### config.mk
export PLATFORM = sky130hd
export DESIGN_NAME = wbed_top
export DESIGN_NICKNAME = d
export VERILOG_FILES = /design/src/include/wbed_pkg.sv /design/src/rtl/wbed_top.sv
export SDC_FILE = /design/constraint.sdc
export NUM_CORES = 1
export LEC_CHECK = 0
export CORE_AREA = 2 2 704 706
export DETAILED_ROUTE_END_ITERATION = 10
export DIE_AREA = 0 0 706 708
export DONT_BUFFER_PORTS = 1
export PLACE_DENSITY = 0.3
export SLEW_MARGIN = 5
export SYNTH_ARGS = -nofsm -noshare
export SYNTH_HDL_FRONTEND = slang
export SYNTH_SLANG_ARGS = --single-unit
### constraint.sdc
create_clock -name core_clk_i -period 4.47 [get_ports core_clk_i]
set_clock_uncertainty 0.2 [all_clocks]
set_input_delay 0.2235 -clock core_clk_i [delete_from_list [all_inputs] [get_ports core_clk_i]]
set_output_delay 0.2235 -clock core_clk_i [all_outputs]
set_load 0.01 [all_outputs]
### src/include/wbed_pkg.sv
// Package for the wired bus and edge decoder block
package wbed_pkg;

  // Buffer cell modes
  typedef enum logic [1:0] {
    WBED_MODE_STD    = 2'h0,
    WBED_MODE_WAND   = 2'h1,
    WBED_MODE_WORAND = 2'h2,
    WBED_MODE_OFF    = 2'h3
  } wbed_mode_t;

  // Keeper reset level before any driver is seen
  localparam logic WBED_KEEP_RST = 1'h1;

  // Decoder polarity field codes
  localparam logic WBED_POL_TRUE = 1'h0;
  localparam logic WBED_POL_COMP = 1'h1;

  // Decoder layout defaults
  localparam int WBED_EDGES        = 4;
  localparam int WBED_DEC_PER_EDGE = 4;
  localparam int WBED_VARS_PER_RC  = 3;
  localparam int WBED_DEC_MIN_IN   = 42;
  localparam int WBED_DEC_MAX_IN   = 132;

  // Per-cell drive request carried as one bundle
  typedef struct packed {
    wbed_mode_t mode;
    logic       data_a;
    logic       data_b;
    logic       hiz;
  } wbed_cell_t;

  // Resolved drive of one cell onto a line
  typedef struct packed {
    logic drv_en;
    logic drv_val;
  } wbed_drive_t;

endpackage : wbed_pkg

### src/rtl/wbed_top.sv
// Wired longline bus fabric with keepers and wide edge decoders
// Functional notes
// (RQ1) A buffer floats its output when its hi-Z control is 1 and drives its input when it is 0.
// (RQ2) User logic holds the hi-Z control low to get a plain always-driving buffer.
// (RQ3) In wired-AND mode the hi-Z control follows the data input, so only a low input pulls the line.
// (RQ4) In wired OR-AND mode either high input releases the line and only both low pulls it low.
// (RQ5) A wired-AND line reads high through its pull-up only when every connected input is high.
// (RQ6) A longline mux passes the data of the buffer whose hi-Z control is low.
// (RQ7) Each longline has a weak keeper holding its last level when undriven; any driver overrides it.
// (RQ8) Two buffers per logic block drive the lines above and below, plus one per left or right edge I/O.
// (RQ9) Each edge decoder outputs high when the AND of its selected true or complemented inputs holds.
// (RQ10) Decoder inputs are edge pad inputs plus up to three variables from each row or column.
// (RQ11) Four decoders sit on each edge and each may split in two, up to 32 in all.
// (RQ12) Decoder width scales with array size, from 42 to 132 inputs.
// (RQ13) Decoder outputs feed logic-block inputs and may also go straight to output pads; a split decoder's high half has no pad route.
// (RQ14) User logic enables at most one buffer per longline in mux use.
`timescale 1ns/1ps
`default_nettype none

module wbed_top
  import wbed_pkg::*;
#(
  parameter int ROWS    = 4,
  parameter int COLS    = 4,
  parameter int DEC_IN  = WBED_DEC_MIN_IN,
  parameter int PADS    = DEC_IN - COLS * WBED_VARS_PER_RC
) (
  // Clock and reset, used only by the line keepers
  input  wire logic                      core_clk_i,
  input  wire logic                      rst_i,
  // Logic-block buffer pairs: index [row][col][0=up,1=down]
  input  wire wbed_cell_t                clb_cell_i  [ROWS][COLS][2],
  // Edge I/O buffers: [row][0=left,1=right]
  input  wire wbed_cell_t                io_cell_i   [ROWS][2],
  // Resolved horizontal longlines, ROWS+1 of them
  output logic                [ROWS:0]   line_o,
  output logic                [ROWS:0]   line_conflict_o,
  // Edge decoders: pad inputs and row/column variables per edge
  input  wire logic [WBED_EDGES-1:0][PADS-1:0]                      dec_pad_i,
  input  wire logic [WBED_EDGES-1:0][COLS*WBED_VARS_PER_RC-1:0]     dec_rc_i,
  // Per decoder: input use mask, polarity, split select
  input  wire logic [WBED_EDGES*WBED_DEC_PER_EDGE-1:0][DEC_IN-1:0] dec_use_i,
  input  wire logic [WBED_EDGES*WBED_DEC_PER_EDGE-1:0][DEC_IN-1:0] dec_pol_i,
  input  wire logic [WBED_EDGES*WBED_DEC_PER_EDGE-1:0]             dec_split_i,
  // Decoder outputs: two halves each to logic blocks, the low half also to a pad
  output logic [2*WBED_EDGES*WBED_DEC_PER_EDGE-1:0]                 dec_out_o,
  output logic [WBED_EDGES*WBED_DEC_PER_EDGE-1:0]                   dec_pad_out_o
);

  localparam int NDEC = WBED_EDGES * WBED_DEC_PER_EDGE;
  localparam int HALF = DEC_IN / 2;

  // Resolve one cell into an enable and a value
  function automatic wbed_drive_t cell_drive(input wbed_cell_t c);
    wbed_drive_t d;
    d = '0;
    case (c.mode)
      // (RQ1) Active-high hi-Z control
      WBED_MODE_STD: begin
        d.drv_en  = ~c.hiz;
        d.drv_val = c.data_a;
      end
      // (RQ3) Hi-Z tied to data
      WBED_MODE_WAND: begin
        d.drv_en  = ~c.data_a;
        d.drv_val = 1'h0;
      end
      // (RQ4) Open-drain OR gate
      WBED_MODE_WORAND: begin
        d.drv_en  = ~(c.data_a | c.data_b);
        d.drv_val = 1'h0;
      end
      default: begin
        d = '0;
      end
    endcase
    return d;
  endfunction : cell_drive

  // Polarity-applied AND over a masked input slice
  function automatic logic and_term(input logic [DEC_IN-1:0] v, input logic [DEC_IN-1:0] use_m,
                                    input logic [DEC_IN-1:0] pol);
    logic r;
    r = 1'h1;
    for (int k = 0; k < DEC_IN; k++) begin
      if (use_m[k] && ((v[k] ^ (pol[k] == WBED_POL_COMP)) == 1'h0)) begin
        r = 1'h0;
      end
    end
    return r;
  endfunction : and_term

  // Open-drain cells bring their line's pull-up with them
  function automatic logic is_open_drain(input wbed_cell_t c);
    return (c.mode == WBED_MODE_WAND) || (c.mode == WBED_MODE_WORAND);
  endfunction : is_open_drain

  // Line state: keepers and resolved drive
  logic [ROWS:0] keep_r;
  logic [ROWS:0] keep_nxt;
  logic [ROWS:0] any_en;
  logic [ROWS:0] any_hi;
  logic [ROWS:0] any_lo;
  logic [ROWS:0] any_pu;

  // Gather drivers onto each line; row r drives line r (above) and r+1 (below)
  always_comb begin
    wbed_drive_t d;
    d      = '0;
    any_en = '0;
    any_hi = '0;
    any_lo = '0;
    any_pu = '0;
    for (int r = 0; r < ROWS; r++) begin
      // (RQ8) Two cells per logic block
      for (int c = 0; c < COLS; c++) begin
        for (int s = 0; s < 2; s++) begin
          d = cell_drive(clb_cell_i[r][c][s]);
          // (RQ5) Pull-up joins with open-drain use
          if (is_open_drain(clb_cell_i[r][c][s])) any_pu[r+s] = 1'h1;
          if (d.drv_en) begin
            any_en[r+s] = 1'h1;
            if (d.drv_val) any_hi[r+s] = 1'h1;
            else           any_lo[r+s] = 1'h1;
          end
        end
      end
      // (RQ8) Edge I/O cells on the line above
      for (int s = 0; s < 2; s++) begin
        d = cell_drive(io_cell_i[r][s]);
        if (is_open_drain(io_cell_i[r][s])) any_pu[r] = 1'h1;
        if (d.drv_en) begin
          any_en[r] = 1'h1;
          if (d.drv_val) any_hi[r] = 1'h1;
          else           any_lo[r] = 1'h1;
        end
      end
    end
  end

  // (RQ5) Low wins; then a high driver, then pull-up, then keeper
  always_comb begin
    for (int l = 0; l <= ROWS; l++) begin
      if (any_lo[l])      line_o[l] = 1'h0;
      else if (any_hi[l]) line_o[l] = 1'h1;
      // (RQ7) Pull-up beats the keeper, so a released wired line reads high
      else if (any_pu[l]) line_o[l] = 1'h1;
      else                line_o[l] = keep_r[l];
    end
    // (RQ6) Mux selected by hi-Z controls; contention flagged
    line_conflict_o = any_lo & any_hi;
    // (RQ7) Keeper follows any driver
    keep_nxt = line_o;
  end

  // (RQ7) Weak keeper storage; it never overrides a driver
  always_ff @(posedge core_clk_i or posedge rst_i) begin
    if (rst_i) begin
      keep_r <= {(ROWS+1){WBED_KEEP_RST}};
    end else begin
      keep_r <= keep_nxt;
    end
  end

  // Edge decoders: assemble inputs, AND full or split halves
  always_comb begin
    logic [DEC_IN-1:0] v;
    logic [DEC_IN-1:0] lo_m;
    logic              full;
    v    = '0;
    lo_m = '0;
    full = 1'h0;
    for (int i = 0; i < HALF; i++) lo_m[i] = 1'h1;
    for (int n = 0; n < NDEC; n++) begin
      // (RQ10) Pads plus three vars per row or column
      v = {dec_rc_i[n / WBED_DEC_PER_EDGE], dec_pad_i[n / WBED_DEC_PER_EDGE]};
      // (RQ9) Wired-AND product term
      full = and_term(v, dec_use_i[n], dec_pol_i[n]);
      // (RQ11) Split into two narrower decoders
      if (dec_split_i[n]) begin
        dec_out_o[2*n]   = and_term(v, dec_use_i[n] & lo_m, dec_pol_i[n]);
        dec_out_o[2*n+1] = and_term(v, dec_use_i[n] & ~lo_m, dec_pol_i[n]);
      end else begin
        dec_out_o[2*n]   = full;
        dec_out_o[2*n+1] = full;
      end
      // (RQ13) Straight route to an output pad
      dec_pad_out_o[n] = dec_out_o[2*n];
    end
  end

  // (RQ12) Width within the documented range
  initial begin
    if (DEC_IN < WBED_DEC_MIN_IN || DEC_IN > WBED_DEC_MAX_IN) begin
      $error("decoder width out of range");
    end
  end

  // Undriven line holds its last level
  property p_keep_hold;
    @(posedge core_clk_i) disable iff (rst_i)
      (any_en == '0 && any_pu == '0) |=> ((any_en != '0) || (any_pu != '0) || (line_o == $past(line_o)));
  endproperty
  a_keep_hold: assert property (p_keep_hold) else $error("keeper lost level"); // RQ7

  // A low driver always wins the line
  property p_low_wins;
    @(posedge core_clk_i) disable iff (rst_i)
      (any_lo[0]) |-> (line_o[0] == 1'h0);
  endproperty
  a_low_wins: assert property (p_low_wins) else $error("line not pulled low"); // RQ5

  // Standard buffer with hi-Z low drives its value
  property p_std_drive;
    @(posedge core_clk_i) disable iff (rst_i)
      (clb_cell_i[0][0][0].mode == WBED_MODE_STD && !clb_cell_i[0][0][0].hiz)
        |-> (line_o[0] == clb_cell_i[0][0][0].data_a) || line_conflict_o[0];
  endproperty
  a_std_drive: assert property (p_std_drive) else $error("standard buffer not driving"); // RQ1

  // Wired OR-AND pulls low when both inputs are low
  property p_worand;
    @(posedge core_clk_i) disable iff (rst_i)
      (clb_cell_i[1][0][1].mode == WBED_MODE_WORAND && !clb_cell_i[1][0][1].data_a
        && !clb_cell_i[1][0][1].data_b) |-> (line_o[2] == 1'h0);
  endproperty
  a_worand: assert property (p_worand) else $error("or-and cell failed to pull"); // RQ4

  // Wired-AND low input pulls low
  property p_wand;
    @(posedge core_clk_i) disable iff (rst_i)
      (clb_cell_i[0][0][1].mode == WBED_MODE_WAND && !clb_cell_i[0][0][1].data_a) |-> !line_o[1];
  endproperty
  a_wand: assert property (p_wand) else $error("and cell failed to pull"); // RQ3

  // Unsplit decoder halves agree and reach the pad
  property p_dec_pad;
    @(posedge core_clk_i) disable iff (rst_i)
      !dec_split_i[0] |-> (dec_out_o[0] == dec_out_o[1]) && (dec_pad_out_o[0] == dec_out_o[0]);
  endproperty
  a_dec_pad: assert property (p_dec_pad) else $error("decoder output mismatch"); // RQ13

  // Empty mask decodes true
  property p_dec_empty;
    @(posedge core_clk_i) disable iff (rst_i)
      (dec_use_i[0] == '0) |-> dec_out_o[0];
  endproperty
  a_dec_empty: assert property (p_dec_empty) else $error("empty decoder not high"); // RQ9

  // One false input, after polarity, forces a full decoder low
  property p_dec_low;
    @(posedge core_clk_i) disable iff (rst_i)
      (!dec_split_i[0] && dec_use_i[0][0] && ((dec_pad_i[0][0] ^ dec_pol_i[0][0]) == 1'h0))
        |-> !dec_out_o[0];
  endproperty
  a_dec_low: assert property (p_dec_low) else $error("decoder high with false input"); // RQ9

  // Released wired-AND line rises through its pull-up
  property p_pullup;
    @(posedge core_clk_i) disable iff (rst_i)
      (clb_cell_i[0][0][1].mode == WBED_MODE_WAND && clb_cell_i[0][0][1].data_a && !any_lo[1]) |-> line_o[1];
  endproperty
  a_pullup: assert property (p_pullup) else $error("wired-and line not pulled up"); // RQ5

  // Wired OR-AND releases for any high input
  property p_worand_rel;
    @(posedge core_clk_i) disable iff (rst_i)
      (clb_cell_i[1][0][1].mode == WBED_MODE_WORAND && (clb_cell_i[1][0][1].data_a || clb_cell_i[1][0][1].data_b)
        && !any_lo[2]) |-> line_o[2];
  endproperty
  a_worand_rel: assert property (p_worand_rel) else $error("or-and cell failed to release"); // RQ4

  // Mux output follows the enabled edge buffer
  property p_mux_sel;
    @(posedge core_clk_i) disable iff (rst_i)
      (io_cell_i[0][0].mode == WBED_MODE_STD && !io_cell_i[0][0].hiz && !line_conflict_o[0])
        |-> (line_o[0] == io_cell_i[0][0].data_a);
  endproperty
  a_mux_sel: assert property (p_mux_sel) else $error("mux line not following selected buffer"); // RQ6

  // A line left undriven keeps the level it had at the edge
  property p_keep_load;
    @(posedge core_clk_i) disable iff (rst_i)
      (any_en[0] && !any_pu[0]) ##1 (!any_en[0] && !any_pu[0]) |-> (line_o[0] == $past(line_o[0]));
  endproperty
  a_keep_load: assert property (p_keep_load) else $error("keeper did not load the driven level"); // RQ7

  // A false input in the low half clears the low decoder
  property p_dec_split_lo;
    @(posedge core_clk_i) disable iff (rst_i)
      (dec_split_i[0] && dec_use_i[0][0] && ((dec_pad_i[0][0] ^ dec_pol_i[0][0]) == 1'h0)) |-> !dec_out_o[0];
  endproperty
  a_dec_split_lo: assert property (p_dec_split_lo) else $error("split low half high with false input"); // RQ11

  // Main scenarios
  c_conflict: cover property (@(posedge core_clk_i) disable iff (rst_i) line_conflict_o[2]);
  c_float:    cover property (@(posedge core_clk_i) disable iff (rst_i) any_en[0] ##1 !any_en[0]);
  c_split:    cover property (@(posedge core_clk_i) disable iff (rst_i) dec_split_i[0] && dec_out_o[0]);
  c_pullup:   cover property (@(posedge core_clk_i) disable iff (rst_i) !line_o[1] ##1 (line_o[1] && !any_en[1]));
  c_mux_sel:  cover property (@(posedge core_clk_i) disable iff (rst_i) !io_cell_i[0][0].hiz && !line_o[0]);

endmodule : wbed_top

`default_nettype wire

==> results of run 1 <==
cells by family after synthesis:
family,synth area share [%]
buffers and inverters,9.69
DFF,0.909
adders and majority gates,13.9
AOI/OAI and AO/OA,22.5
and+or+nand+nor,12.3
xor gates and xnor gates,40.7
Yosys cell counts, types with 2 or more instances:
cell type / number / area share [%]
nand4_1: 37 / 1.6
nand3_1: 70 / 2.4
ha_1: 160 / 14
o21a_1: 34 / 1.8
a311oi_1: 2 / 0.12
clkbuf_1: 24 / 0.62
a222oi_1: 32 / 2.2
nand2_1: 5 / 0.13
dfstp_2: 5 / 0.91
or4_1: 3 / 0.16
o31ai_1: 29 / 1.5
a21boi_1: 2 / 0.10
nor4_1: 14 / 0.61
nor3_1: 13 / 0.45
buf_4: 28 / 1.5
nor3_2: 32 / 2.2
a31oi_1: 6 / 0.26
nor2_1: 29 / 0.75
xnor2_1: 672 / 41
a221oi_1: 11 / 0.67
o21ai_0: 2 / 0.069
and3b_1: 9 / 0.55
inv_1: 117 / 3.0
nor4bb_1: 10 / 0.69
a32oi_1: 4 / 0.24
clkbuf_2: 132 / 4.6
a22oi_1: 288 / 15
nor2b_1: 57 / 2.5
==> results_dict.tcl, run 1 <==
set metrics [dict create \
    synth_seq_cells 5 \
    io_buffers 0 \
    die_x_um 706 \
    synth-edff-count 0 \
    ys_seq_area_share_pct 0.909 \
    synth_area_um2 14400 \
    pin_count 1788 \
    async_flop_share_pct 100 \
    rows 258 \
    synth_cell_types 41 \
    syn_avg_cell_area_um2 7.85 \
    syn_nets 3730 \
    die_y_um 708 \
    failing_step "global placement (3_3_place_gp)" \
    error "[ERROR GPL-0305] RePlAce diverged during gradient descent calculation, resulting in an invalid step length (Inf or NaN). This is often caused by numerical instability ..." \
    synth_warnings 0 \
    synthFlopType "dfstp_2" \
    syn_inst 1840 \
    start_util_pct 2.93 \
    status "did not finish" \
]
==> run 2, diff against run 1 <==
--- a/config.mk
+++ b/config.mk
@@ -5,11 +5,11 @@
 export SDC_FILE = /design/constraint.sdc
 export NUM_CORES = 1
 export LEC_CHECK = 0
-export CORE_AREA = 2 2 704 706
+export CORE_AREA = 2 2 701 703
 export DETAILED_ROUTE_END_ITERATION = 10
-export DIE_AREA = 0 0 706 708
+export DIE_AREA = 0 0 703 705
 export DONT_BUFFER_PORTS = 1
-export PLACE_DENSITY = 0.3
+export PLACE_DENSITY_LB_ADDON = 0.15
 export SLEW_MARGIN = 5
 export SYNTH_ARGS = -nofsm -noshare
 export SYNTH_HDL_FRONTEND = slang
==> results_dict.tcl, run 2 <==
set metrics [dict create \
    status "finished clean" \
    synthFlopType "dfstp_2" \
    top_regs "keep_r (5)" \
    clk_pin_slew_ns 0.04 \
    synth_cell_types 41 \
    dp_slack_ns 0.847 \
    htreeDepth 1 \
    mostFrequentLayoutCell "xnor2_1" \
    rsz0062_at_grt "false" \
    finalHoldViolCount 0 \
    synth_compound_area_share_pct 22.5 \
    cp.required_ns 4.05 \
    crit_arrival_ns 2.93 \
    reg2reg_slack_ns 2.71 \
    async_flop_share_pct 100 \
    vias 17040 \
    r2r_cells 3 \
    numCtsBuffers 3 \
    first_iter_violations 1935 \
    cts_setup_buffers 0 \
    timing.rr.end "keep_r[3]" \
    hpwl_um 306000 \
    largest_reg_flops 5 \
    synthAdderAreaFrac_pct 13.9 \
    routabilityCongestion 1.06 \
    wirelength_um 314000 \
    final_cell_mix "xnor2_1, a22oi_1, ha_1" \
    syn_inst 1840 \
    yosysTopAreaCell "xnor2_1" \
    drv_slew 0 \
    start_util_pct 2.96 \
    die_y_um 705 \
    synth_xor_area_share_pct 40.7 \
    overflow 0 \
    grt_max_degree 6 \
    layout_setup_ws_ns 1.11 \
    powerDensity_nw_per_um2 99.9 \
    synth_commonest_cells "xnor2_1, a22oi_1, ha_1" \
    core_area_um2 488000 \
    synth_area_um2 14400 \
    rows 257 \
    synth_warnings 0 \
    antenna_found_initial 366 \
    synthMuxAreaShare_pct 0 \
    synth_top_family_by_area "XOR/XNOR gates" \
    clk_latency_ns 0.23 \
    postCtsHoldBufs 1 \
    nets 3603 \
    cts_root_buf "clkbuf_16" \
    max-cap-violations 0 \
    synth-simple-area-share_pct 12.3 \
    crit_type "in -> out" \
    max_freq_ghz 0.298 \
    setup_viol 0 \
    grt_pass1_wl_um 349000 \
    synthTopCellsByArea "xnor2_1, a22oi_1, ha_1, clkbuf_2, inv_1" \
    cts_max_path_buffers 2 \
    first_global_vias 16028 \
    fin_crit_ns 3.36 \
    synth_seq_cells 5 \
    syn_nets 3730 \
    io_buffers 0 \
    num-fill-cells 58084 \
    relSlewSlack_pct 7.33 \
    die_x_um 703 \
    hold_class "in -> reg" \
    postRouteAntennaNets 0 \
    syn_avg_cell_area_um2 7.85 \
    cts_sinks 5 \
    worst_pin_slew_ns 1.38 \
    endpoint_kind "output pin" \
    drcViolationCount 0 \
    drive_gt1_share_pct 6.83 \
    critPathLaunch "clb_cell_i[78]" \
    pin_count 1788 \
    drtPass1Iterations 5 \
    drt-vias-per-instance 2.05 \
    worstPathMaxFanout 3 \
    critPathLaunchType "input pin" \
    synthToLayoutAreaGrowth_pct 56.5 \
    yosysMostFrequentCell "xnor2_1" \
    vdd_ir_drop_max_v 0.0000711 \
    ys_seq_area_share_pct 0.909 \
    cts_tree "done" \
    regToRegStartpoint "keep_r[3]" \
    p_leak_uw 0.00516 \
    ctsResizeCount 0 \
    fin_crit_sh_pct 75.1 \
    crit_end "line_o[2]" \
    die_area_um2 496000 \
    regMostFlops "keep_r" \
    synth-edff-count 0 \
    wl_per_cell_um 37.8 \
    grt_use_total_pct 12.0 \
    fin_util_pct 4.63 \
    yosysTopAreaCellShare_pct 40.7 \
]
-- run 2: per-stage QoR --
step / cells / TNS, ns / area (um^2) / power, uW / hold slack (ns)
3_5_place_dp: 8182 / 0 / 22200 / 2160 / 0.165
2_1_floorplan: 1840 / 0 / 14400 / 1210 / 0.000612
3_3_place_gp: 8171 / -0.184 / 22000 / 2130 / 0.159
5_1_grt: 8218 / 0 / 22400 / 2400 / 0.254
4_1_cts: 8187 / 0 / 22300 / 2330 / 0.235
6_report: 8312 / 0 / 22600 / 2260 / 0.223
-- run 2: worst min path at each step --
stage / startpoint / endpoint / cells past startpoint
after floorplan: rst_i / keep_r[0] / 1
after global placement: rst_i / keep_r[4] / 1
after detailed placement: rst_i / keep_r[4] / 1
after CTS: clb_cell_i[12] / keep_r[4] / 3
after global routing: clb_cell_i[12] / keep_r[4] / 3
final: clb_cell_i[12] / keep_r[4] / 3
-- run 2: routing by layer --
metal / GRT usage [%] / wire length (um) / vias to the layer above
met5: 0.00971 / 1660 / -
met4: 2.93 / 10400 / 246
met3: 8.53 / 49300 / 606
met2: 18.1 / 131000 / 1788
met1: 13.6 / 122000 / 8086
li1: - / - / 6314
-- run 2: cell type report --
type | count | area [um^2] | area share, %
flip-flops and latches | 5 | 131 | 0.581
repair buffers | 52 | 470 | 2.08
clock buffers | 4 | 78.8 | 0.349
inverters | 117 | 439 | 1.94
multi-input cells | 1534 | 13100 | 57.8
well taps | 6475 | 8100 | 35.8
diodes | 125 | 313 | 1.38
-- run 2: cell families after synthesis --
| logic type | after synthesis |
|---|---|
| AOI/OAI and AO/OA | 418 |
| xor gates and xnor gates | 672 |
| adders and majority gates | 160 |
| buffers and inverters | 301 |
| DFF | 5 |
| and+or+nand+nor | 284 |
-- run 2: worst max-delay path, cell delays in order --
cell and delay [ns]:
inv_1 0.03, ha_1 0.18, nor2b_1 0.27, o31ai_2 0.32
buf_4 0.22, o311ai_2 0.12, buf_6 0.18, nor4_1 0.81
o21a_1 0.54
-- run 2: power breakdown --
part | switching (uW) | internal [uW] | total (uW)
logic | 1260 | 784 | 2040
registers | 3.46 | 56.5 | 60.0
clock network | 35.4 | 119 | 154
Note: power is estimated with default switching activity, not from simulation.
==> run 3, diff against run 2 <==
==> constraint.sdc (replaced) <==
create_clock -name core_clk_i -period 3.3 [get_ports core_clk_i]
set_clock_uncertainty 0.2 [all_clocks]
set_input_delay 0.165 -clock core_clk_i [delete_from_list [all_inputs] [get_ports core_clk_i]]
set_output_delay 0.165 -clock core_clk_i [all_outputs]
set_load 0.01 [all_outputs]
==> results_dict.tcl, run 3 (synthesis results as in run 2) <==
set metrics [dict create \
    comb_power_share_pct 90.5 \
    dp_slack_ns -0.0160 \
    crit_arrival_ns 2.49 \
    hpwl_um 306000 \
    setup_viol 0 \
    critPathLaunchType "input pin" \
    first_global_vias 16621 \
    cp.required_ns 2.93 \
    clk_latency_ns 0.23 \
    layout_setup_ws_ns 0.444 \
    crit_type "in -> out" \
    vias 17412 \
    hold_class "in -> reg" \
    dp.cells 8259 \
    p_leak_uw 0.00554 \
    relSlewSlack_pct 27.3 \
    htreeDepth 1 \
    finalHoldViolCount 0 \
    die_area_um2 496000 \
    fin_util_pct 4.74 \
    drive_gt1_share_pct 11.1 \
    nets 3680 \
    largest_reg_flops 5 \
    p_clk_share_pct 6.8 \
    fin_crit_ns 2.86 \
    vdd_ir_drop_max_v 0.000100 \
    powerDensity_nw_per_um2 138 \
    first_iter_violations 1887 \
    drcViolationCount 0 \
    top_regs "keep_r (5)" \
    postRouteAntennaNets 0 \
    grt_pass1_wl_um 349000 \
    antenna_found_initial 379 \
    p_int_uw 1400 \
    pwr-share-seq_pct 2.7 \
    io_buffers 0 \
    fin_crit_sh_pct 86.5 \
    rows 257 \
    worst_pin_slew_ns 1.08 \
    power.switching_uw 1790 \
    cts_tree "done" \
    rsz0062_at_grt "false" \
    die_x_um 703 \
    synthToLayoutAreaGrowth_pct 60.1 \
    max_freq_ghz 0.350 \
    numCtsBuffers 3 \
    die_y_um 705 \
    drtPass1Iterations 8 \
    final_cell_mix "xnor2_1, a22oi_1, ha_1" \
    core_area_um2 488000 \
    routabilityCongestion 1.08 \
    grt_use_total_pct 12.0 \
    start_util_pct 2.96 \
    cts_max_path_buffers 2 \
    wirelength_um 313000 \
    worstPathMaxFanout 4 \
    setup-tns-final_ns 0 \
    mostFrequentLayoutCell "xnor2_1" \
    switching_share_pct 56.1 \
    drv_slew 0 \
    final_cells 8375 \
    regMostFlops "keep_r" \
    clk_pin_slew_ns 0.04 \
    status "finished clean" \
    overflow 0 \
    wl_per_cell_um 37.4 \
    pin_count 1788 \
    cts_sinks 5 \
    hold_ws_ns 0.141 \
    cts_root_buf "clkbuf_16" \
    grt_max_degree 6 \
    drt-vias-per-instance 2.08 \
    max-cap-violations 0 \
    endpoint_kind "output pin" \
]
## run 3: repair_timing
action | 4_1_cts | 5_1_grt
resized for setup | 1 | 1
endpoints found under the setup margin | 3 | 3
endpoints found under the hold margin | 5 | 0
hold buffers | 1 | 0
setup buffers | 0 | 0
## run 3: layout make-up
type | count | area, um^2
Sequential cell | 5 | 131
Fill cell | 58062 | 465000
Antenna cell | 111 | 278
Tap cell | 6475 | 8100
Timing Repair Buffer | 129 | 1010
Clock buffer | 4 | 78.8
Multi-Input combinational cell | 1534 | 13100
Inverter | 117 | 439
## run 3: final timing paths
path                                start            end  slack (ns)  depth (start not counted)
setup / recovery             dec_rc_i[17]  dec_out_o[13]        0.44                          9
hold / removal             clb_cell_i[12]      keep_r[4]        0.14                          3
setup reg to reg                keep_r[3]      keep_r[3]        1.45                          4
hold reg to reg                 keep_r[4]      keep_r[4]        0.48                          2
max in group asynchronous           rst_i      keep_r[2]        2.39                          2
min in group asynchronous           rst_i      keep_r[4]        0.48                          2
## run 3: worst max-delay path: stages
cell	delay, ns
xnor2_2	0.12
buf_4	0.17
a22oi_1	0.54
nand4_1	0.17
buf_4	0.19
nor3_2	0.58
buf_4	0.26
o21a_1	0.12
buf_4	0.14
## run 3: per-layer routing
metal	vias to the layer above	share of wire, %	GRT usage, %
met3	624	16	8.02
met1	8333	39	14.0
met2	1765	42	18.1
met5	-	0.51	0
li1	6450	-	-
met4	240	3.2	2.64
## run 3: power by group through the flow
| stage | Clock (uW) | Sequential, uW | Combinational, uW |
|---|---|---|---|
| final | 216 | 85.5 | 2880 |
| after CTS | 222 | 87.9 | 2980 |
| after global routing | 226 | 87.0 | 3080 |
| after global placement | 0 | 89.0 | 2940 |
| after detailed placement | 0 | 88.5 | 2960 |
| after floorplan | 0 | 78.1 | 1560 |
## run 3: per-stage QoR
stage	power, uW	cell area [um^2]
floorplan	1640	14400
CTS	3290	22900
detailed placement	3050	22800
finish	3190	23100
global route	3390	22900
global placement	3030	22600
==> run 4, diff against run 3 <==
==> constraint.sdc (replaced) <==
create_clock -name core_clk_i -period 3.3 [get_ports core_clk_i]
set_clock_uncertainty 0.2 [all_clocks]
set_input_delay 0.165 -clock core_clk_i [delete_from_list [all_inputs] [get_ports core_clk_i]]
set_output_delay 0.165 -clock core_clk_i [all_outputs]
set_load 0.02 [all_outputs]
==> results_dict.tcl, run 4 (synthesis results as in run 2) <==
set metrics [dict create \
    hpwl_um 306000 \
    synthToLayoutAreaGrowth_pct 59.7 \
    placed_area_um2 22700 \
    r2r_cells 4 \
    fin_crit_ns 2.98 \
    antenna_found_initial 375 \
    hold_class "in -> reg" \
    wl_per_cell_um 37.4 \
    ctsResizeCount 0 \
    clk_pin_slew_ns 0.04 \
    cp_cell_sequence "xnor2_1 > a22oi_1 > nand4_1 > nor3_2 > buf_4 > o21a_1 > buf_4" \
    die_x_um 703 \
    status "finished clean" \
    mostFrequentLayoutCell "xnor2_1" \
    num-fill-cells 58076 \
    drv_slew 0 \
    post-route-cell-area_um2 23100 \
    cp.required_ns 2.93 \
    cts_setup_buffers 0 \
    first_iter_violations 1736 \
    rows 257 \
    postRouteAntennaNets 0 \
    largest_reg_flops 5 \
    clk_latency_ns 0.24 \
    die_y_um 705 \
    cp_slowest_cell "xnor2_1" \
    cts_max_path_buffers 2 \
    first_global_vias 16477 \
    final_cell_mix "xnor2_1, a22oi_1, ha_1" \
    drive_gt1_share_pct 10.3 \
    core_area_um2 488000 \
    hold-path-endpoint "keep_r[4]" \
    drt-vias-per-instance 2.06 \
    grt_use_total_pct 12.0 \
    grt_max_degree 6 \
    powerDensity_nw_per_um2 140 \
    overflow 0 \
    p_leak_uw 0.00550 \
    finalHoldViolCount 0 \
    pin_count 1788 \
    hp-start "clb_cell_i[22]" \
    cts_sinks 5 \
    max_freq_ghz 0.335 \
    wirelength_um 313000 \
    grt_pass1_wl_um 349000 \
    numCtsBuffers 3 \
    timing.hold.worst_path_depth 3 \
    drtPass1Iterations 6 \
    routabilityCongestion 1.02 \
    die_area_um2 496000 \
    crit_type "in -> out" \
    nets 3672 \
    relSlewSlack_pct 9.12 \
    postCtsHoldBufs 1 \
    regToRegStartpoint "keep_r[3]" \
    cts_root_buf "clkbuf_16" \
    crit_top_cell "buf_4" \
    endpoint_kind "output pin" \
    timing.rr.end "keep_r[3]" \
    start_util_pct 2.96 \
    fin_util_pct 4.73 \
    top_regs "keep_r (5)" \
    vdd_ir_drop_max_v 0.000127 \
    worstPathMaxFanout 2 \
    reg2reg_slack_ns 1.41 \
    fin_crit_sh_pct 90.4 \
    io_buffers 0 \
    critPathLaunchType "input pin" \
    htreeDepth 1 \
    hold_ws_ns 0.235 \
    rsz0062_at_grt "false" \
    cpPeakStageDelay_ns 1.02 \
    cts_tree "done" \
    setup_viol 0 \
    worst_pin_slew_ns 1.35 \
    drcViolationCount 0 \
    crit_arrival_ns 2.62 \
    finalPower_uw 3230 \
    regMostFlops "keep_r" \
    max-cap-violations 0 \
    vias 17301 \
]
-- run 4: layout make-up --
type | instances | area (um^2) | share of cell area, %
Tap cell | 6475 | 8100 | 35.1
Sequential cell | 5 | 131 | 0.569
Antenna cell | 124 | 310 | 1.34
Inverter | 117 | 439 | 1.90
Timing Repair Buffer | 121 | 958 | 4.15
Multi-Input combinational cell | 1534 | 13100 | 56.6
Clock buffer | 4 | 78.8 | 0.342
-- run 4: worst max-delay path: cells and delay by family --
family | cells | cell delay, ns
AO/OA/AOI/OAI | 2 | 0.49
XOR/XNOR | 1 | 1.02
buffers and inverters | 2 | 0.40
AND/OR/NAND/NOR | 2 | 0.48
-- run 4: report_power, final --
part | switching (uW) | leakage, uW | internal, uW
clock | 56.0 | 0.0000389 | 162
sequential | 5.77 | 0.0000522 | 76.5
combinational | 1780 | 0.00541 | 1150
total | 1840 | 0.00550 | 1390
-- run 4: routing by layer --
layer	track usage (%)	up-vias	wire [um]
met5	0	-	1790
met4	2.91	266	9460
met3	7.99	642	47900
met2	18.1	1740	132000
met1	13.9	8198	122000
li1	-	6455	-
-- run 4: how the worst max path moves through the flow --
stage / startpoint / endpoint / slack, ns / depth (start not counted)
after detailed placement: clb_cell_i[73] / keep_r[3] / 0.03 / 8
after global placement: dec_pad_i[39] / dec_out_o[9] / -0.21 / 6
after CTS: clb_cell_i[73] / line_o[3] / 0.06 / 8
after global routing: clb_cell_i[73] / line_o[3] / 0.08 / 8
final: dec_pol_i[329] / dec_out_o[14] / 0.32 / 7
after floorplan: clb_cell_i[133] / line_o[1] / 1.34 / 7
-- run 4: metrics by stage --
step | setup TNS [ns] | setup slack, ns | cells
2_1_floorplan | 0 | 1.34 | 1840
3_3_place_gp | -0.392 | -0.211 | 8247
3_5_place_dp | 0 | 0.0337 | 8251
4_1_cts | 0 | 0.0637 | 8256
5_1_grt | 0 | 0.0825 | 8299
6_report | 0 | 0.316 | 8380
